[src/core/pcs_pkg.sv]
// Constants, carrier structs and state codes of the PCM serial port.
// Assumes a 40 MHz system clock; all link pins are asynchronous to it.
package pcs_pkg;

   // ----------------------------------------------------------------
   // Timing
   // ----------------------------------------------------------------
   localparam int unsigned CLK_NS    = 25;                                   // System clock period
   localparam int unsigned PWRUP_US  = 500;                                  // Output hold-off after power-up
   localparam int unsigned PWRUP_CYC = (PWRUP_US * 1000 + CLK_NS - 1) / CLK_NS; // Least time, rounded up
   localparam int unsigned FRAME_US  = 125;                                  // One frame at 8 kHz
   localparam int unsigned IDLE_FRM  = 2;                                    // Frames without sync = idle
   localparam int unsigned IDLE_CYC  = (IDLE_FRM * FRAME_US * 1000 + CLK_NS - 1) / CLK_NS;
   localparam int unsigned LOSS_NS   = 1000;                                 // Master clock silence = lost
   localparam int unsigned LOSS_CYC  = LOSS_NS / CLK_NS;                     // Longest time, rounded down
   localparam int unsigned CNT_W     = 16;                                   // Watch counter width

   // ----------------------------------------------------------------
   // Word layout
   // ----------------------------------------------------------------
   localparam logic [4:0]  LEN_COMP  = 5'h08;    // Companded word length
   localparam logic [4:0]  LEN_LIN   = 5'h10;    // Linear word length
   localparam int unsigned LIN_BITS  = 13;       // Two's complement sample bits
   localparam int unsigned VOL_BITS  = 3;        // Attenuation bits trailing a linear word
   localparam logic [11:0] SQ_ON_DEF  = 12'h010; // Squelch entry level
   localparam logic [11:0] SQ_OFF_DEF = 12'h020; // Squelch exit level, above entry

   // ----------------------------------------------------------------
   // Register map (byte addresses)
   // ----------------------------------------------------------------
   localparam logic [3:0] A_CTRL = 4'h0;         // Control, read/write
   localparam logic [3:0] A_STAT = 4'h4;         // Status, read only
   localparam logic [3:0] A_RXW  = 4'h8;         // Last received word, read only
   localparam int unsigned CTRL_LIN  = 0;        // Linear mode select
   localparam int unsigned CTRL_MUTE = 1;        // Software transmit mute
   localparam int unsigned CTRL_W    = 2;        // Control width

   // ----------------------------------------------------------------
   // Carriers and states
   // ----------------------------------------------------------------
   typedef struct packed {
      logic mclk;      // Master clock
      logic tx_fs;     // tx_frame_sync
      logic rx_fs;     // rx_frame_sync
      logic tx_bclk;   // tx_bit_clock
      logic rx_bclk;   // rx_bit_clock
      logic rx_data;   // Serial receive data
      logic pdn_n;     // power_down_n
      logic mute;      // microphone_silence_in
   } pcs_pins_t;

   typedef struct packed {
      logic data;      // Serial transmit data
      logic data_oe_n; // Low while data is driven
      logic strobe_n;  // tx_slot_strobe_n level
      logic strobe_oe_n; // Low while strobe is driven
   } pcs_tx_pins_t;

   typedef enum logic       {TX_IDLE = 1'b0, TX_SHIFT = 1'b1} pcs_tx_st_t;
   typedef enum logic [1:0] {RX_IDLE = 2'b00, RX_SHIFT = 2'b01, RX_DONE = 2'b11} pcs_rx_st_t;

endpackage

[src/core/pcs_port.sv]
// PCM serial port of a voice-band codec: frame timing, shifters, standby,
// output floating and an Avalon-MM control slave.
// Assumes link pins arrive asynchronously and are oversampled by clk_sys.
`timescale 1ns/10ps
`default_nettype none

// Contract
// RULE1: Words are 8 companded, 16 linear bits
// RULE2: Most significant bit travels first
// RULE3: Outputs float about four frames after power-up
// RULE4: Master clock loss floats both outputs
// RULE5: Power-down low floats outputs regardless
// RULE6: Both syncs low gives full standby, floated
// RULE7: Transmit sync low floats outputs within frames
// RULE8: Receive sync low keeps outputs active
// RULE9: Receive bit clock high selects fixed timing
// RULE10: Fixed timing launches on master clock rise
// RULE11: Fixed timing samples on master clock fall
// RULE12: Receive bit clock activity selects variable timing
// RULE13: Host keeps bit clocks synchronous, not faster
// RULE14: Variable transmit shifts on bit clock rise
// RULE15: Variable receive captures on bit clock fall
// RULE16: Variable timing repeats word while sync high
// RULE17: Host aligns clocks and strobe each frame
// RULE18: Linear samples are 13-bit two's complement
// RULE19: Companded squelch sends zeros with hysteresis
// RULE20: Microphone mute forces all-zero transmit words
// RULE21: Host starts clocks, then power, then syncs
// RULE22: Strobe spans bit one to last bit
// RULE23: Linear tail: volume in, zero pad out
// RULE24: Three volume bits select attenuation step
// RULE25: Companded receive: first eight fixed, last eight variable
module pcs_port
   import pcs_pkg::*;
#(
   parameter int unsigned PWRUP_CYCLES = PWRUP_CYC,  // Power-up hold-off in cycles
   parameter int unsigned IDLE_CYCLES  = IDLE_CYC,   // Sync silence taken as standby
   parameter logic [11:0] SQ_ON_LVL    = SQ_ON_DEF,  // Squelch entry level
   parameter logic [11:0] SQ_OFF_LVL   = SQ_OFF_DEF  // Squelch exit level
)(
   input  wire logic         clk_sys,          // System clock, 40 MHz
   input  wire logic         rst_b,            // Synchronous reset, active low
   input  wire pcs_pins_t    pins_in,          // Raw link pins
   input  wire logic [15:0]  tx_sample,        // Encoder word, left aligned
   input  wire logic [11:0]  tx_level,         // Encoder input magnitude
   input  wire logic [3:0]   avs_address,      // Avalon byte address
   input  wire logic         avs_read,         // Avalon read
   input  wire logic         avs_write,        // Avalon write
   input  wire logic [31:0]  avs_writedata,    // Avalon write data
   output logic [31:0]       avs_readdata,     // Avalon read data
   output logic              avs_waitrequest,  // Avalon wait
   output pcs_tx_pins_t      tx_pins,          // Transmit data and strobe pins
   output logic [15:0]       rx_word,          // Received word, left aligned
   output logic [2:0]        rx_attn,          // Attenuation step, 3 dB each
   output logic              rx_valid,         // One-cycle receive pulse
   output logic              tx_standby,       // Transmit channel idle
   output logic              rx_standby        // Receive channel idle
);

   // ----------------------------------------------------------------
   // Declarations
   // ----------------------------------------------------------------
   pcs_pins_t          pin1_ff, pin2_ff, pin3_ff;  // Synchroniser and edge stages
   logic [3:0]         ev;                        // Activity events per watch
   logic [3:0]         quiet_ff;                  // Watch timed out
   logic [CNT_W-1:0]   pwr_cnt_ff;                // Power-up hold-off count
   logic               pwr_ok_ff;                 // Hold-off elapsed
   logic               var_ff;                    // Variable timing selected
   logic               sq_ff;                     // Squelch active
   logic [CTRL_W-1:0]  ctrl_ff;                   // Control register
   pcs_tx_st_t         tx_st_ff;                  // Transmit state
   logic [15:0]        tx_sh_ff, tx_word_ff;      // Shifter and repeat copy
   logic [4:0]         tx_idx_ff;                 // Transmit bit index
   logic               tx_arm_ff;                 // Frame sync seen, fixed
   pcs_rx_st_t         rx_st_ff;                  // Receive state
   logic [15:0]        rx_sh_ff;                  // Receive shifter
   logic [4:0]         rx_idx_ff;                 // Receive bit index, fixed
   pcs_tx_pins_t       tx_pins_ff;                // Registered pin outputs
   logic [15:0]        rx_word_ff;                // Held word
   logic [2:0]         rx_attn_ff;                // Held attenuation
   logic               rx_valid_ff, tx_stb_ff, rx_stb_ff;
   logic [31:0]        rdata_ff, nxt_rdata;       // Bus read path
   logic               wait_ff;                   // Bus wait state
   logic               linear, mute, out_ok, drive, tx_start;
   logic [4:0]         len_m1;                    // Word length less one
   logic [15:0]        nxt_tx_word;
   logic mclk_r, mclk_f, fsx_r, fsr_r, fsr_f, txb_r, rxb_f;

   // ----------------------------------------------------------------
   // Pin synchronisers
   // ----------------------------------------------------------------
   // Stage 1 feeds only stage 2; edges compare stages 2 and 3
   always_ff @(posedge clk_sys) begin
      if (!rst_b) begin
         pin1_ff <= '{rx_bclk: 1'b1, default: 1'b0};  // Bit clock idles high, so a
         pin2_ff <= '{rx_bclk: 1'b1, default: 1'b0};  // tied-high pin shows no false
         pin3_ff <= '{rx_bclk: 1'b1, default: 1'b0};  // edge and fixed timing holds
      end else begin
         pin1_ff <= pins_in;
         pin2_ff <= pin1_ff;
         pin3_ff <= pin2_ff;
      end
   end

   assign mclk_r = pin2_ff.mclk & ~pin3_ff.mclk;
   assign mclk_f = ~pin2_ff.mclk & pin3_ff.mclk;
   assign fsx_r  = pin2_ff.tx_fs & ~pin3_ff.tx_fs;
   assign fsr_r  = pin2_ff.rx_fs & ~pin3_ff.rx_fs;
   assign fsr_f  = ~pin2_ff.rx_fs & pin3_ff.rx_fs;
   assign txb_r  = pin2_ff.tx_bclk & ~pin3_ff.tx_bclk;
   assign rxb_f  = ~pin2_ff.rx_bclk & pin3_ff.rx_bclk;

   // Watch events: master clock, both syncs, receive bit clock
   assign ev = {pin2_ff.rx_bclk ^ pin3_ff.rx_bclk, fsr_r, fsx_r, mclk_r | mclk_f};

   // ----------------------------------------------------------------
   // Activity watches
   // ----------------------------------------------------------------
   // Master clock uses a short limit; syncs and bit clock one of frames
   for (genvar i = 0; i < 4; i++) begin : g_watch
      localparam logic [CNT_W-1:0] LIM = (i == 0) ? CNT_W'(LOSS_CYC) : CNT_W'(IDLE_CYCLES);
      logic [CNT_W-1:0] cnt_ff;  // Cycles since last event
      always_ff @(posedge clk_sys) begin
         if (!rst_b) begin
            cnt_ff      <= '0;
            quiet_ff[i] <= 1'b1;
         end else if (ev[i]) begin
            cnt_ff      <= '0;
            quiet_ff[i] <= 1'b0;
         end else if (cnt_ff >= LIM) begin
            quiet_ff[i] <= 1'b1;     // RULE4 RULE6 RULE7
         end else begin
            cnt_ff <= cnt_ff + 1'b1;
         end
      end
   end

   // Timing mode: a receive bit clock that toggles selects variable rate
   always_ff @(posedge clk_sys) begin
      if (!rst_b) begin
         var_ff <= 1'b0;
      end else if (ev[3]) begin
         var_ff <= 1'b1;                                   // RULE12
      end else if (quiet_ff[3] && pin2_ff.rx_bclk) begin
         var_ff <= 1'b0;                                   // RULE9
      end
   end

   // ----------------------------------------------------------------
   // Power-up hold-off
   // ----------------------------------------------------------------
   // Restarts on power-down or lost master clock, so outputs come back late
   always_ff @(posedge clk_sys) begin
      if (!rst_b || !pin2_ff.pdn_n || quiet_ff[0]) begin
         pwr_cnt_ff <= '0;
         pwr_ok_ff  <= 1'b0;
      end else if (pwr_cnt_ff >= CNT_W'(PWRUP_CYCLES)) begin
         pwr_ok_ff  <= 1'b1;                               // RULE3
      end else begin
         pwr_cnt_ff <= pwr_cnt_ff + 1'b1;
      end
   end

   // ----------------------------------------------------------------
   // Squelch with hysteresis
   // ----------------------------------------------------------------
   always_ff @(posedge clk_sys) begin
      if (!rst_b) begin
         sq_ff <= 1'b0;
      end else if (tx_level < SQ_ON_LVL) begin
         sq_ff <= 1'b1;                                    // RULE19
      end else if (tx_level > SQ_OFF_LVL) begin
         sq_ff <= 1'b0;                                    // RULE19
      end
   end

   // ----------------------------------------------------------------
   // Transmit word and gating
   // ----------------------------------------------------------------
   assign linear = ctrl_ff[CTRL_LIN];
   assign mute   = pin2_ff.mute | ctrl_ff[CTRL_MUTE];
   assign len_m1 = linear ? LEN_LIN - 5'h01 : LEN_COMP - 5'h01;   // RULE1
   // Outputs live only when powered, settled, clocked and framed
   assign out_ok = pin2_ff.pdn_n & pwr_ok_ff & ~quiet_ff[0] & ~quiet_ff[1];  // RULE5 RULE8
   assign drive  = (tx_st_ff == TX_SHIFT) & out_ok;

   always_comb begin
      if (mute || (!linear && sq_ff)) begin
         nxt_tx_word = '0;                                 // RULE19 RULE20
      end else if (linear) begin
         nxt_tx_word = {tx_sample[15:16-LIN_BITS], VOL_BITS'(0)};  // RULE18 RULE23
      end else begin
         nxt_tx_word = {tx_sample[15:8], 8'h00};           // RULE1
      end
   end

   // Fixed: first master rise after sync; variable: sync rise itself
   assign tx_start = (tx_st_ff == TX_IDLE) && pin2_ff.pdn_n &&
                     (var_ff ? fsx_r : (tx_arm_ff && pin2_ff.tx_fs && mclk_r));  // RULE10 RULE14

   // ----------------------------------------------------------------
   // Transmit shifter
   // ----------------------------------------------------------------
   always_ff @(posedge clk_sys) begin
      if (!rst_b) begin
         tx_st_ff   <= TX_IDLE;
         tx_sh_ff   <= '0;
         tx_word_ff <= '0;
         tx_idx_ff  <= '0;
         tx_arm_ff  <= 1'b0;
      end else begin
         if (fsx_r) begin
            tx_arm_ff <= 1'b1;
         end
         unique case (tx_st_ff)
            TX_IDLE: begin
               if (tx_start) begin
                  tx_sh_ff   <= nxt_tx_word;               // RULE2
                  tx_word_ff <= nxt_tx_word;
                  tx_idx_ff  <= '0;
                  tx_arm_ff  <= 1'b0;
                  tx_st_ff   <= TX_SHIFT;
               end
            end
            TX_SHIFT: begin
               if (!pin2_ff.pdn_n) begin
                  tx_st_ff <= TX_IDLE;
               end else if (!var_ff) begin
                  if (mclk_r && tx_idx_ff != len_m1) begin
                     tx_sh_ff  <= {tx_sh_ff[14:0], 1'b0};  // RULE10
                     tx_idx_ff <= tx_idx_ff + 5'h01;
                  end else if (mclk_f && tx_idx_ff == len_m1) begin
                     tx_st_ff <= TX_IDLE;                  // RULE22
                  end
               end else if (!pin2_ff.tx_fs) begin
                  tx_st_ff <= TX_IDLE;
               end else if (txb_r) begin
                  if (tx_idx_ff == len_m1) begin
                     tx_sh_ff  <= tx_word_ff;              // RULE16
                     tx_idx_ff <= '0;
                  end else begin
                     tx_sh_ff  <= {tx_sh_ff[14:0], 1'b0};  // RULE14
                     tx_idx_ff <= tx_idx_ff + 5'h01;
                  end
               end
            end
         endcase
      end
   end

   // Pins: strobe only exists in fixed timing, open drain pulled low
   always_ff @(posedge clk_sys) begin
      if (!rst_b) begin
         tx_pins_ff <= '{data: 1'b0, data_oe_n: 1'b1, strobe_n: 1'b1, strobe_oe_n: 1'b1};
      end else begin
         tx_pins_ff.data        <= tx_sh_ff[15];               // RULE2
         tx_pins_ff.data_oe_n   <= ~drive;                     // RULE3 RULE4 RULE5 RULE6 RULE7
         tx_pins_ff.strobe_n    <= ~(drive & ~var_ff);         // RULE22
         tx_pins_ff.strobe_oe_n <= ~(drive & ~var_ff);         // RULE22
      end
   end

   // ----------------------------------------------------------------
   // Receive shifter
   // ----------------------------------------------------------------
   // Companded word is the low byte either way: fixed stops after eight,
   // variable keeps shifting so the low byte holds the last eight
   always_ff @(posedge clk_sys) begin
      if (!rst_b) begin
         rx_st_ff  <= RX_IDLE;
         rx_sh_ff  <= '0;
         rx_idx_ff <= '0;
      end else begin
         unique case (rx_st_ff)
            RX_IDLE: begin
               if (fsr_r && pin2_ff.pdn_n) begin
                  rx_idx_ff <= '0;
                  rx_st_ff  <= RX_SHIFT;
               end
            end
            RX_SHIFT: begin
               if (!var_ff) begin
                  if (mclk_f) begin
                     rx_sh_ff  <= {rx_sh_ff[14:0], pin2_ff.rx_data};  // RULE11 RULE2
                     rx_idx_ff <= rx_idx_ff + 5'h01;
                     if (rx_idx_ff == len_m1) begin
                        rx_st_ff <= RX_DONE;                          // RULE25
                     end
                  end
               end else if (fsr_f) begin
                  rx_st_ff <= RX_DONE;                                // RULE25
               end else if (rxb_f && pin2_ff.rx_fs) begin
                  rx_sh_ff <= {rx_sh_ff[14:0], pin2_ff.rx_data};     // RULE15
               end
            end
            RX_DONE: begin
               rx_st_ff <= RX_IDLE;
            end
            default: begin
               rx_st_ff <= RX_IDLE;
            end
         endcase
      end
   end

   // Word and volume unpack; volume is not held across words
   always_ff @(posedge clk_sys) begin
      if (!rst_b) begin
         rx_word_ff  <= '0;
         rx_attn_ff  <= '0;
         rx_valid_ff <= 1'b0;
         tx_stb_ff   <= 1'b0;
         rx_stb_ff   <= 1'b0;
      end else begin
         rx_valid_ff <= (rx_st_ff == RX_DONE);
         tx_stb_ff   <= quiet_ff[1] & pin2_ff.pdn_n;                 // RULE7
         rx_stb_ff   <= quiet_ff[2] & pin2_ff.pdn_n;                 // RULE8
         if (rx_st_ff == RX_DONE) begin
            if (linear) begin
               rx_word_ff <= {rx_sh_ff[15:VOL_BITS], VOL_BITS'(0)};  // RULE18 RULE23
               rx_attn_ff <= rx_sh_ff[VOL_BITS-1:0];                 // RULE24
            end else begin
               rx_word_ff <= {rx_sh_ff[7:0], 8'h00};                 // RULE1
               rx_attn_ff <= '0;
            end
         end
      end
   end

   // ----------------------------------------------------------------
   // Avalon-MM slave
   // ----------------------------------------------------------------
   // Unmapped addresses read zero and ignore writes
   always_comb begin
      nxt_rdata = '0;
      unique case (avs_address)
         A_CTRL:  nxt_rdata[CTRL_W-1:0] = ctrl_ff;
         A_STAT:  nxt_rdata[6:0] = {var_ff, sq_ff, rx_stb_ff, tx_stb_ff,
                                    ~pin2_ff.pdn_n, quiet_ff[0], pwr_ok_ff};
         A_RXW:   nxt_rdata[18:0] = {rx_attn_ff, rx_word_ff};
         default: nxt_rdata = '0;
      endcase
   end

   // One wait cycle per access; the request completes on the next edge
   always_ff @(posedge clk_sys) begin
      if (!rst_b) begin
         wait_ff  <= 1'b1;
         rdata_ff <= '0;
         ctrl_ff  <= '0;
      end else begin
         wait_ff <= ~((avs_read | avs_write) & wait_ff);
         if (avs_read && wait_ff) begin
            rdata_ff <= nxt_rdata;
         end
         if (avs_write && !wait_ff && avs_address == A_CTRL) begin
            ctrl_ff <= avs_writedata[CTRL_W-1:0];
         end
      end
   end

   assign avs_readdata    = rdata_ff;
   assign avs_waitrequest = wait_ff;
   assign tx_pins         = tx_pins_ff;
   assign rx_word         = rx_word_ff;
   assign rx_attn         = rx_attn_ff;
   assign rx_valid        = rx_valid_ff;
   assign tx_standby      = tx_stb_ff;
   assign rx_standby      = rx_stb_ff;
endmodule

`default_nettype wire

[config.mk]
export PLATFORM = sky130hd
export DESIGN_NAME = pcs_port
export DESIGN_NICKNAME = d
export VERILOG_FILES = /design/src/core/pcs_pkg.sv /design/src/core/pcs_port.sv
export SDC_FILE = /design/constraint.sdc
export NUM_CORES = 1
export LEC_CHECK = 0
export ABC_AREA = 1
export BUFFER_PORTS_ARGS = -buffer_cell sky130_fd_sc_hd__buf_4
export CORE_MARGIN = 1.5
export CORE_UTILIZATION = 50
export CTS_CLUSTER_SIZE = 12
export DETAILED_ROUTE_END_ITERATION = 8
export HOLD_SLACK_MARGIN = 0.1
export MAX_ROUTING_LAYER = met4
export PLACE_DENSITY_LB_ADDON = 0.1
export RECOVER_POWER = 100
export SLEW_MARGIN = 10
export SYNTH_ARGS = -nofsm -noshare
export SYNTH_HDL_FRONTEND = slang
export SYNTH_SLANG_ARGS = --single-unit
export TNS_END_PERCENT = 1
[constraint.sdc]
create_clock -name clk_sys -period 1.8 [get_ports clk_sys]
set_input_delay 0.36 -clock clk_sys [delete_from_list [all_inputs] [get_ports clk_sys]]
set_output_delay 0.36 -clock clk_sys [all_outputs]
set_load 0.005 [all_outputs]
Word level (Yosys, flattened, before mapping)
Index checks and enable logic that the tools add are counted.
- bits in registers: 217
- latch bits: 0
- memory bits (writable): 0
- memory bits (read-only): 0
- input port bits: 76
- output and inout bits: 59
- logic and storage cells: 221
- memories kept: 0
- add/subtract/negate cells: 7
- $mul: 0
- divide/modulo/power cells: 0
- $lt $le $gt $ge: 7
- eq/ne operators: 20
- shifts and indexed selects: 0
- muxes and demuxes: 61
- bitwise gates (word level): 35
- reduce and logical (&&, ||, !) cells: 39
- operators by type and width (operator ; count):
    16-bit 2-to-1 mux ; 13
    16-bit by 1-bit adder with 16-bit output (second input constant) ; 5
    5-bit 2-to-1 mux ; 10
    16-bit by 14-bit greater-or-equal comparator with 1-bit output (second input constant) ; 3
    16-bit case mux with 2 select lines ; 1
    5-bit case mux with 2 select lines ; 3
    1-bit 2-to-1 mux ; 22
    16-bit by 15-bit greater-or-equal comparator with 1-bit output (second input constant) ; 1
    16-bit by 6-bit greater-or-equal comparator with 1-bit output (second input constant) ; 1
    1-bit NOT ; 16
    2-bit nonzero test ; 8
    1-bit AND ; 15
    1-bit logical AND ; 13
    12-bit by 6-bit greater-than comparator with 1-bit output (second input constant) ; 1
    12-bit by 5-bit < comparator with 1-bit output (second input constant) ; 1
    12-bit 2-to-1 mux ; 1
    2-bit inequality test (second input constant) ; 6
    3-bit inequality test (second input constant) ; 4
    4-bit AND reduction ; 3
    5-bit by 1-bit adder with 5-bit output (second input constant) ; 2
    5-bit by 4-bit == test with 1-bit output ; 2
    2-bit 2-to-1 mux ; 5
    8-bit 2-to-1 mux ; 1
    2-bit OR reduction ; 4
    other kinds (20) ; 28

Longest topological paths before layout
Gate-level depths: netlist of the first run.
- depth after elaboration: 8
- gate-level depth with buffers: 11

Least setup slack after synthesis of the first run
Ideal clock, no wire load.
- kind: reg2reg
- start point: reg tx_idx_ff[0]
- end point: reg tx_idx_ff[3]
- data arrival time: 1349 ps
- required time: 1689 ps
- path slack: 339 ps
- stages on the path, launching flop included: 12
- period minus slack after synthesis: 1461 ps
- cell sequence: dfxtp_1 -> ha_1 -> nand2_2 -> nor2_4 -> nand2_2 -> nand2_2 -> nand2_2 -> nand2_2 -> buf_6 -> nand3_1 -> nand2_1 -> nor2_1
- cells in the longest elaborated chain, start to end: 7
- ends and longest elaborated chain (what ; RTL line ; RTL):
    start: declaration ; pcs_port.sv:73 ; logic [4:0] tx_idx_ff;
    start signal: assignment ; pcs_port.sv:231 ; tx_idx_ff <= tx_idx_ff + 5'h01;
    start signal: assignment ; pcs_port.sv:243 ; tx_idx_ff <= tx_idx_ff + 5'h01;
    5-bit by 1-bit adder with 5-bit output / 5-bit by 4-bit == test with 1-bit output (equally long branches) ; pcs_port.sv:231, pcs_port.sv:243, pcs_port.sv:238 ;
    5-bit 2-to-1 mux ; pcs_port.sv:238 ; if (tx_idx_ff == len_m1) begin
    5-bit 2-to-1 mux ; pcs_port.sv:237 ; end else if (txb_r) begin
    5-bit 2-to-1 mux ; pcs_port.sv:235 ; end else if (!pin2_ff.tx_fs) begin
    5-bit 2-to-1 mux ; pcs_port.sv:228 ; end else if (!var_ff) begin
    5-bit 2-to-1 mux ; pcs_port.sv:226 ; if (!pin2_ff.pdn_n) begin
    5-bit case mux with 2 select lines ; pcs_port.sv:215 ; unique case (tx_st_ff)
Several ways; a longest one is shown, not always the timed one. The select of a mux whose other input is x is not followed.
A chain may end at the register's enable or synchronous reset.

Worst setup path after layout of the first run
- start point: reg tx_idx_ff[0]
- end point: reg tx_sh_ff[12]
- cells in the longest elaborated chain, start to end: 7
- ends and longest elaborated chain (what ; RTL line ; RTL):
    5-bit by 4-bit == test with 1-bit output ; pcs_port.sv:238 ;
    16-bit 2-to-1 mux ; pcs_port.sv:238 ;
    16-bit 2-to-1 mux ; pcs_port.sv:237 ;
    16-bit 2-to-1 mux ; pcs_port.sv:235 ;
    16-bit 2-to-1 mux ; pcs_port.sv:228 ;
    16-bit 2-to-1 mux ; pcs_port.sv:226 ;
    16-bit case mux with 2 select lines ; pcs_port.sv:215 ;
    end signal: assignment ; pcs_port.sv:218 ; tx_sh_ff <= nxt_tx_word;
    end signal: assignment ; pcs_port.sv:230 ; tx_sh_ff <= {tx_sh_ff[14:0], 1'b0};
    end signal: assignment ; pcs_port.sv:239 ; tx_sh_ff <= tx_word_ff;
    end: declaration ; pcs_port.sv:72 ; logic [15:0] tx_sh_ff, tx_word_ff;
Several ways; a longest one is shown, not always the timed one. The select of a mux whose other input is x is not followed.

==> impl_metrics.env, run 1 <==
export IMPL_status="complete, no violations"
export IMPL_die_area_sq_mm=0.0207
export IMPL_yosysTopAreaCellShare_pct=41.9
export IMPL_netlist_area_sq_mm=0.00993
export IMPL_drv_slew=0
export IMPL_min_period_ns=1.61
export IMPL_avgSynthCellArea_sq_um=6.76
export IMPL_drive_gt1_share_pct=10.4
export IMPL_std_cell_rows=51
export IMPL_grt_pass1_vias=8123
export IMPL_n_antenna_cell=0
export IMPL_min_period_over_period_pct=89.3
export IMPL_grt_pass1_wl_mm=37.8
export IMPL_switching_share_pct=21.7
export IMPL_grt_overflow=0
export IMPL_gp_congestion=0.908
export IMPL_critPathLaunchType="flip-flop"
export IMPL_final_cell_mix="nand2_1 (377), dfxtp_1 (208), nor2_1 (202)"
export IMPL_setup_viol=0
export IMPL_drcViolationCount=0
export IMPL_endpoint_kind="flip-flop"
export IMPL_root_buffer="clkbuf_16"
export IMPL_final_core_util_pct=60.1
export IMPL_p_int_mw=7.91
export IMPL_first_pass_iters=5
export IMPL_path_clk_slew_ns=0.06
export IMPL_seqPwrFrac_pct=47.2
export IMPL_ys_seq_area_share_pct=41.9
export IMPL_clk_path_buf_depth=3
export IMPL_ys_ff_latch=208
export IMPL_drt_vias_per_instance=4.93
export IMPL_required_ns=2.19
export IMPL_cts_sinks=208
export IMPL_yosys_area_top_type="dfxtp_1"
export IMPL_clk_latency_ns=0.51
export IMPL_p_comb_share_pct=5.2
export IMPL_cap_viol_max_count=0
export IMPL_clock_skew_ns=0.0195
export IMPL_syn_inst=1468
export IMPL_power_leakage_nw=5.20
export IMPL_track_usage_pct=22.6
export IMPL_slew_headroom_pct=43.2
export IMPL_grt_max_degree=55
export IMPL_cts_tree="yes"
export IMPL_dpl_cell_count=1801
export IMPL_regArea_sq_mm=0.00416
export IMPL_powerDensity_mw_per_mm2=863
export IMPL_cts_htree_levels=1
export IMPL_dp_hpwl_mm=15.9
export IMPL_yosys_warnings=0
export IMPL_finalPower_mw=10.1
export IMPL_setup_tns_ns=0
export IMPL_final_nets=1662
export IMPL_tightest_slew_ns=0.852
export IMPL_crit_fanout=18
export IMPL_final_common_cell="nand2_1"
export IMPL_drt_iter0_drc=422
export IMPL_stdcell_count=1850
export IMPL_rsz0062_at_grt="false"
export IMPL_drtAntennaViolNets=0
export IMPL_worstSetupPathType="reg2reg"
export IMPL_worst_hold_path_type="in2reg"
export IMPL_synth_area_top_cells="dfxtp_1 (42%), nand2_1 (14%), nor2_1 (7.6%)"
export IMPL_fmax_mhz=622
export IMPL_area_growth_pct=17.9
export IMPL_portBuffers=85
export IMPL_initial_core_util_pct=51.0
export IMPL_fillers=1903
export IMPL_yosysUniqueCellTypes=35
export IMPL_finalHoldViolations=0
export IMPL_die_y_microns=144
export IMPL_ir_worst_vdd_mv=0.717
export IMPL_core_area_sq_mm=0.0195
export IMPL_clkPwrFrac_pct=47.6
export IMPL_cts_setup_buffers=0
export IMPL_vias=9118
export IMPL_antenna_found_initial=0
export IMPL_cts_made_buffers=23
export IMPL_avgRoutedWirePerCell_microns=12.3
export IMPL_num_io_pins=135
export IMPL_worstPathArrival_ns=1.99
export IMPL_totalWireLength_mm=22.8
export IMPL_die_w_microns=144
export IMPL_p_switching_mw=2.19
export IMPL_multi_input_area_sq_mm=0.00471
[synth_stat cells (all sizes together)]
cell type  number
or2             4
nand3         119
a21oi          90
dfxtp         208
nand4          38
nor4            1
o22ai           1
o211ai         13
buf            47
o41ai           1
conb            1
nand3b          2
xor2           24
nor2          206
xnor2           8
clkbuf         22
nand2         384
nor2b           1
ha             15
inv           196
nor3           13
o21ai          69
a211oi          5
[routing by layer]
| metal | routed length, microns | up-vias | part of all wire (%) | track usage, % |
|---|---|---|---|---|
| met5 | 0 | - | 0 | - |
| met4 | 335 | 0 | 1.5 | 4.08 |
| met3 | 820 | 23 | 3.6 | 2.80 |
| met2 | 10500 | 147 | 46 | 36.9 |
| met1 | 11100 | 4139 | 49 | 30.2 |
| li1 | - | 4809 | - | - |
[per-stage QoR]
step / hold WS, ns / cell area (sq um) / setup WS [ns]
finish: 0.124 / 11700 / 0.193
global route: 0.113 / 11700 / 0.0361
CTS: 0.106 / 11800 / 0.0111
detailed placement: 0.399 / 10900 / 0.0205
global placement: 0.397 / 10900 / 0.0782
floorplan: 0.390 / 9980 / 0.339
[area by class of cell]
| class | instances | area share, % |
|---|---|---|
| tap | 265 | 2.83 |
| sequential | 208 | 35.6 |
| multi-input combinational | 1010 | 40.2 |
| timing repair buffer | 132 | 8.34 |
| clock buffer | 35 | 6.07 |
| clock inverter | 4 | 0.631 |
| inverter | 196 | 6.29 |
[power groups by stage]
stage          clock [mW]  combinational [mW]  sequential [mW]
2_1_floorplan           0               0.320             4.85
3_3_place_gp            0               0.510             4.86
3_5_place_dp            0               0.520             4.86
4_1_cts              4.93               0.542             4.76
5_1_grt              5.10               0.595             4.77
6_report             4.81               0.524             4.76
[sequential cells by signal, indices dropped and copies added, names as in the netlist, 4 cells and up]
signal and count:
quiet_ff 4, tx_idx_ff 5, rx_idx_ff 5, pwr_cnt_ff 16, rx_word 13, pin3_ff 5, tx_word_ff 13, g_watch.cnt_ff 64
tx_sh_ff 13, rx_sh_ff 16, pin2_ff 8, pin1_ff 8, avs_readdata 19
[critical path, cell delays in order, from the launching register on]
cell and delay (ns):
dfxtp_1 0.37, ha_1 0.22, nand2_2 0.10, nor2_4 0.12, nand2_2 0.08, nand2_2 0.07, nand2_2 0.09, nand2_4 0.21
nand3_1 0.11, nand2_1 0.08, nor2_1 0.06
[worst paths after layout]
| check | slack (ns) | cells past startpoint | start | endpoint |
|---|---|---|---|---|
| max | 0.19 | 10 | tx_idx_ff[0] | tx_sh_ff[12] |
| min | 0.12 | 4 | tx_level[9] | sq_ff |
| max reg2reg | 0.19 | 10 | tx_idx_ff[0] | tx_sh_ff[12] |
| min reg2reg | 0.41 | 1 | pin1_ff[3] | pin2_ff[3] |
[cell families after synthesis]
| group | after synthesis | synth area share, % |
|---|---|---|
| xor+xnor | 32 | 2.82 |
| flops | 208 | 41.9 |
| other cells | 1 | 0.0378 |
| compound gates | 179 | 9.73 |
| buf+inv | 265 | 11.2 |
| fa+ha+maj | 15 | 1.89 |
| simple gates | 768 | 32.4 |
[what timing repair did]
action | CTS | global route
hold buffers | 10 | 0
hold endpoints to repair | 9 | 0
setup endpoints to repair | 0 | 28
gates resized for setup | 0 | 2
No activity file was read; power rests on OpenSTA's default activity.
==> inputs of run 2 (changes only) <==
SETUP_SLACK_MARGIN = 0.3   (was not set)
==> impl_metrics.env, run 2 (synthesis gave the netlist of run 1 again) <==
export IMPL_ir_worst_vdd_mv=0.719
export IMPL_powerDensity_mw_per_mm2=850
export IMPL_gp_congestion=0.908
export IMPL_dp_hpwl_mm=15.9
export IMPL_drt_iter0_drc=431
export IMPL_final_common_cell="nand2_1"
export IMPL_cts_htree_levels=1
export IMPL_die_area_sq_mm=0.0207
export IMPL_seqPwrFrac_pct=47.1
export IMPL_critPathLaunchType="flip-flop"
export IMPL_worstSetupPathType="reg2reg"
export IMPL_grt_overflow=0
export IMPL_status="complete, no violations"
export IMPL_reg2regPathDepth=11
export IMPL_timing_critical_path_slowest_stage_cell="dfxtp_2"
export IMPL_cp_num_cells=11
export IMPL_drcViolationCount=0
export IMPL_die_y_microns=144
export IMPL_crit_fanout=9
export IMPL_required_ns=2.23
export IMPL_p_comb_share_pct=5.3
export IMPL_worstPathCellList="ha_4, nand2_2, nor2_4, nand2_2, nand2_2, nand2_4, a21oi_4, buf_6, buf_12, nor2_1, nor2_1"
export IMPL_dpl_cell_count=1801
export IMPL_endpoint_kind="flip-flop"
export IMPL_tightest_slew_ns=0.793
export IMPL_largest_register="g_watch.cnt_ff"
export IMPL_fmax_mhz=641
export IMPL_pre_cts_slack_ns=0.0205
export IMPL_grt_pass1_wl_mm=38.2
export IMPL_stdcell_count=1863
export IMPL_cts_tree="yes"
export IMPL_power_leakage_nw=5.26
export IMPL_std_cell_rows=51
export IMPL_rsz0062_at_grt="true"
export IMPL_final_core_util_pct=61.1
export IMPL_clkPwrFrac_pct=47.6
export IMPL_worst_hold_path_type="in2reg"
export IMPL_n_antenna_cell=0
export IMPL_clock_skew_ns=0.0194
export IMPL_min_period_over_period_pct=86.7
export IMPL_root_buffer="clkbuf_16"
export IMPL_antenna_found_initial=0
export IMPL_drtAntennaViolNets=0
export IMPL_clk_path_buf_depth=3
export IMPL_drive_gt1_share_pct=11.6
export IMPL_vias=9181
export IMPL_slew_headroom_pct=47.1
export IMPL_finalPower_mw=10.1
export IMPL_first_pass_iters=6
export IMPL_regArea_sq_mm=0.00417
export IMPL_worstPathArrival_ns=1.99
export IMPL_cap_viol_max_count=0
export IMPL_path_clk_slew_ns=0.06
export IMPL_initial_core_util_pct=51.0
export IMPL_portBuffers=85
export IMPL_core_area_sq_mm=0.0195
export IMPL_fillers=1879
export IMPL_drt_vias_per_instance=4.93
export IMPL_setup_tns_ns=0
export IMPL_cts_made_buffers=23
export IMPL_critPathBufInv=2
export IMPL_cts_sinks=208
export IMPL_final_cell_mix="nand2_1 (377), dfxtp_1 (204), nor2_1 (201)"
export IMPL_track_usage_pct=22.9
export IMPL_hold_path_cell_count=4
export IMPL_switching_share_pct=21.7
export IMPL_final_nets=1675
export IMPL_num_io_pins=135
export IMPL_area_growth_pct=19.8
export IMPL_cpPeakStageDelay_ns=0.36
export IMPL_setup_slack_ns=0.239
export IMPL_crit_family="simple AND/OR/NAND/NOR gates"
export IMPL_largest_reg_flops=64
export IMPL_finalHoldViolations=0
export IMPL_die_w_microns=144
export IMPL_critPathMostFrequentCell="nand2_2"
export IMPL_setup_viol=0
export IMPL_avgRoutedWirePerCell_microns=12.5
export IMPL_min_period_ns=1.56
export IMPL_p_switching_mw=2.20
export IMPL_p_int_mw=7.91
export IMPL_grt_max_degree=55
export IMPL_grt_pass1_vias=8205
export IMPL_multi_input_area_sq_mm=0.00475
export IMPL_clk_latency_ns=0.51
export IMPL_drv_slew=0
export IMPL_totalWireLength_mm=23.3
-- run 2: cell count changes in the layout (fill, tap and decap cells not counted), moves of 2 or more --
cell,before,now
ha_1,15,13
buf_6,0,2
nand2_2,6,4
buf_4,62,71
dfxtp_1,208,204
dfxtp_2,0,3
-- run 2: tightest hold or removal path, cell delays in order --
cell	delay, ns
buf_4	0.08
nor4_1	0.03
nand3_1	0.05
nor2_1	0.05
-- run 2: worst paths after layout --
check	start	to	slack, ns
worst min register to register	pin1_ff[3]	pin2_ff[3]	0.41
worst max-delay path	tx_idx_ff[0]	tx_sh_ff[7]	0.24
worst max register to register	tx_idx_ff[0]	tx_sh_ff[7]	0.24
worst min-delay path	tx_level[9]	sq_ff	0.12
-- run 2: power by group through the flow --
stage	logic [mW]	registers (mW)	clock network [mW]
detailed placement	0.520	4.86	0
CTS	0.548	4.76	4.93
global route	0.607	4.77	5.10
global placement	0.510	4.86	0
finish	0.535	4.76	4.81
floorplan	0.320	4.85	0
-- run 2: through the flow --
stage | hold WS (ns) | area [sq um]
6_report | 0.123 | 11900
5_1_grt | 0.113 | 11900
4_1_cts | 0.106 | 11900
3_5_place_dp | 0.399 | 10900
3_3_place_gp | 0.397 | 10900
2_1_floorplan | 0.390 | 9980
-- run 2: timing repair --
action,CTS,global route
pin swaps,4,7
buffers inserted,6,6
cloned,1,0
resized for setup,11,17
endpoints found under the hold margin,9,0
endpoints found under the setup margin,45,122
hold buffers,10,0
-- run 2: metal layers --
metal / GRT usage [%] / routed length, microns
met2: 37.6 / 10900
met1: 30.4 / 11100
met3: 3.03 / 877
met5: - / 0
met4: 4.19 / 336
-- run 2: cell type report --
class | count | area share, %
clock buffer | 35 | 5.98
clock inverter | 4 | 0.621
inverter | 196 | 6.22
multi-input combinational | 1010 | 40.0
sequential | 208 | 35.1
tap | 265 | 2.79
timing repair buffer | 145 | 9.35
==> inputs of run 3 (changes only) <==
BUFFER_PORTS_ARGS = -buffer_cell sky130_fd_sc_hd__buf_2   (was -buffer_cell sky130_fd_sc_hd__buf_4)
CTS_CLUSTER_SIZE = not set   (was 12)
==> impl_metrics.env, run 3 (synthesis gave the netlist of run 1 again) <==
export IMPL_gp_congestion=0.862
export IMPL_path_clk_slew_ns=0.06
export IMPL_cts_htree_levels=1
export IMPL_std_cell_rows=51
export IMPL_track_usage_pct=22.7
export IMPL_vias=9173
export IMPL_min_period_over_period_pct=88.7
export IMPL_core_area_sq_mm=0.0195
export IMPL_fmax_mhz=626
export IMPL_critPathLaunchType="flip-flop"
export IMPL_final_cell_mix="nand2_1 (374), dfxtp_1 (199), nor2_1 (193)"
export IMPL_die_y_microns=144
export IMPL_portBuffers=85
export IMPL_powerDensity_mw_per_mm2=836
export IMPL_drv_slew=0
export IMPL_required_ns=2.21
export IMPL_finalHoldViolations=0
export IMPL_wl_met3_microns=734
export IMPL_clock_skew_ns=0.0139
export IMPL_drive_gt1_share_pct=11.0
export IMPL_worstPathCellList="ha_1, nand3_1, nand2_2, nand2_1, nor2_4, buf_6, a21oi_2, buf_6, clkbuf_16, nor2_2, nor2_1"
export IMPL_dp_hpwl_mm=15.5
export IMPL_stdcell_count=1871
export IMPL_ir_worst_vdd_mv=0.713
export IMPL_drcViolationCount=0
export IMPL_hold_path_cell_count=4
export IMPL_endpoint_kind="flip-flop"
export IMPL_wl_met1_mm=11.3
export IMPL_status="complete, no violations"
export IMPL_num_io_pins=135
export IMPL_grt_max_degree=38
export IMPL_power_leakage_nw=5.15
export IMPL_largest_reg_flops=64
export IMPL_cts_tree="yes"
export IMPL_hold_end="sq_ff"
export IMPL_antenna_found_initial=0
export IMPL_tightest_slew_ns=1.11
export IMPL_drt_vias_per_instance=4.90
export IMPL_die_area_sq_mm=0.0207
export IMPL_drtAntennaViolNets=0
export IMPL_min_from="tx_level[7]"
export IMPL_grt_overflow=0
export IMPL_r2r_start="pin2_ff[7]"
export IMPL_n_antenna_cell=0
export IMPL_first_pass_iters=5
export IMPL_grt_pass1_wl_mm=37.9
export IMPL_critPathLaunch="pin2_ff[7]"
export IMPL_area_growth_pct=18.4
export IMPL_cp_num_cells=11
export IMPL_worstPathArrival_ns=2.00
export IMPL_setup_tns_ns=0
export IMPL_final_nets=1681
export IMPL_worstSetupPathType="reg2reg"
export IMPL_slew_headroom_pct=25.7
export IMPL_crit_family="simple AND/OR/NAND/NOR gates"
export IMPL_rsz0062_at_grt="true"
export IMPL_cts_made_buffers=24
export IMPL_avgRoutedWirePerCell_microns=12.3
export IMPL_worst_hold_path_type="in2reg"
export IMPL_timing_rr_end="tx_sh_ff[14]"
export IMPL_critPathBufInv=3
export IMPL_dpl_cell_count=1799
export IMPL_min_period_ns=1.60
export IMPL_drt_iter0_drc=436
export IMPL_cts_sinks=208
export IMPL_r2r_setup_slack_ns=0.20
export IMPL_grt_pass1_vias=8030
export IMPL_final_common_cell="nand2_1"
export IMPL_wl_met2_mm=10.5
export IMPL_root_buffer="clkbuf_16"
export IMPL_clk_latency_ns=0.52
export IMPL_cpPeakStageDelay_ns=0.36
export IMPL_clk_path_buf_depth=3
export IMPL_largest_register="g_watch.cnt_ff"
export IMPL_cap_viol_max_count=0
export IMPL_initial_core_util_pct=51.0
export IMPL_critPathMostFrequentCell="buf_6"
export IMPL_timing_critical_path_slowest_stage_cell="dfxtp_1"
export IMPL_reg2regPathDepth=11
export IMPL_crit_fanout=4
export IMPL_totalWireLength_mm=23.0
export IMPL_die_w_microns=144
export IMPL_top_layer="met4"
export IMPL_setup_viol=0
export IMPL_fillers=1855
==> run 3: cell count changes in the layout (fill, tap and decap cells not counted), sizes merged, moves of 2 or more <==
cell	change
clkinvlp	+2
dlygate4sd3	+6
buf	+7
inv	-2
clkbuf	-10
clkinv	+5
==> run 3: how the worst max path moves through the flow <==
stage                                 to  slack (ns)
after floorplan             tx_idx_ff[3]        0.34
after global placement     pwr_cnt_ff[9]        0.08
after detailed placement  pwr_cnt_ff[10]        0.04
after CTS                   rx_idx_ff[3]        0.24
after global routing        tx_sh_ff[14]         0.1
final                       tx_sh_ff[14]        0.20
==> run 3: cell type report <==
| class | instances | area, sq um | share of cell area (%) |
|---|---|---|---|
| Timing Repair inverter | 1 | 5.00 | 0.0426 |
| Tap cell | 265 | 332 | 2.82 |
| Timing Repair Buffer | 148 | 955 | 8.12 |
| Clock buffer | 35 | 662 | 5.63 |
| Clock inverter | 7 | 75.1 | 0.639 |
| Inverter | 196 | 746 | 6.34 |
| Sequential cell | 208 | 4180 | 35.6 |
| Multi-Input combinational cell | 1011 | 4800 | 40.8 |
==> run 3: per-stage QoR <==
| step | utilization [%] | area, sq um | worst slack [ns] | power (mW) | hold slack (ns) |
|---|---|---|---|---|---|
| after floorplan | - | 9980 | 0.339 | 5.17 | 0.390 |
| after global placement | 54.7 | 10700 | 0.0791 | 5.33 | 0.393 |
| after detailed placement | 54.7 | 10700 | 0.0376 | 5.33 | 0.399 |
| after CTS | 60.0 | 11700 | 0.240 | 9.94 | 0.101 |
| after global routing | 60.4 | 11800 | 0.0992 | 10.2 | 0.133 |
| final | 60.4 | 11800 | 0.203 | 9.83 | 0.124 |
==> run 3: per-layer routing <==
layer  GRT usage, %  vias up
met4           5.05        0
met2           36.5      154
met5              -        -
li1               -     4849
met3           2.60       38
met1           30.6     4132
==> run 3: power breakdown <==
part,total (mW),internal (mW),leakage [nW],switching [mW]
Clock,4.56,2.69,0.362,1.87
Sequential,4.76,4.70,1.69,0.0671
Combinational,0.502,0.196,3.10,0.305
Total,9.83,7.59,5.15,2.25
==> run 3: worst min-delay path, stage by stage <==
cell,delay (ns)
buf_2,0.08
nor3_1,0.04
nand3_1,0.07
nor2_1,0.04
==> run 3: what timing repair did <==
action                     4_1_cts  5_1_grt
setup endpoints to repair       51      123
gates resized for setup         17       41
pin swaps                        3       13
hold endpoints to repair        10        0
hold buffers                    16        0
setup buffers                    3        7
cloned                           1        3
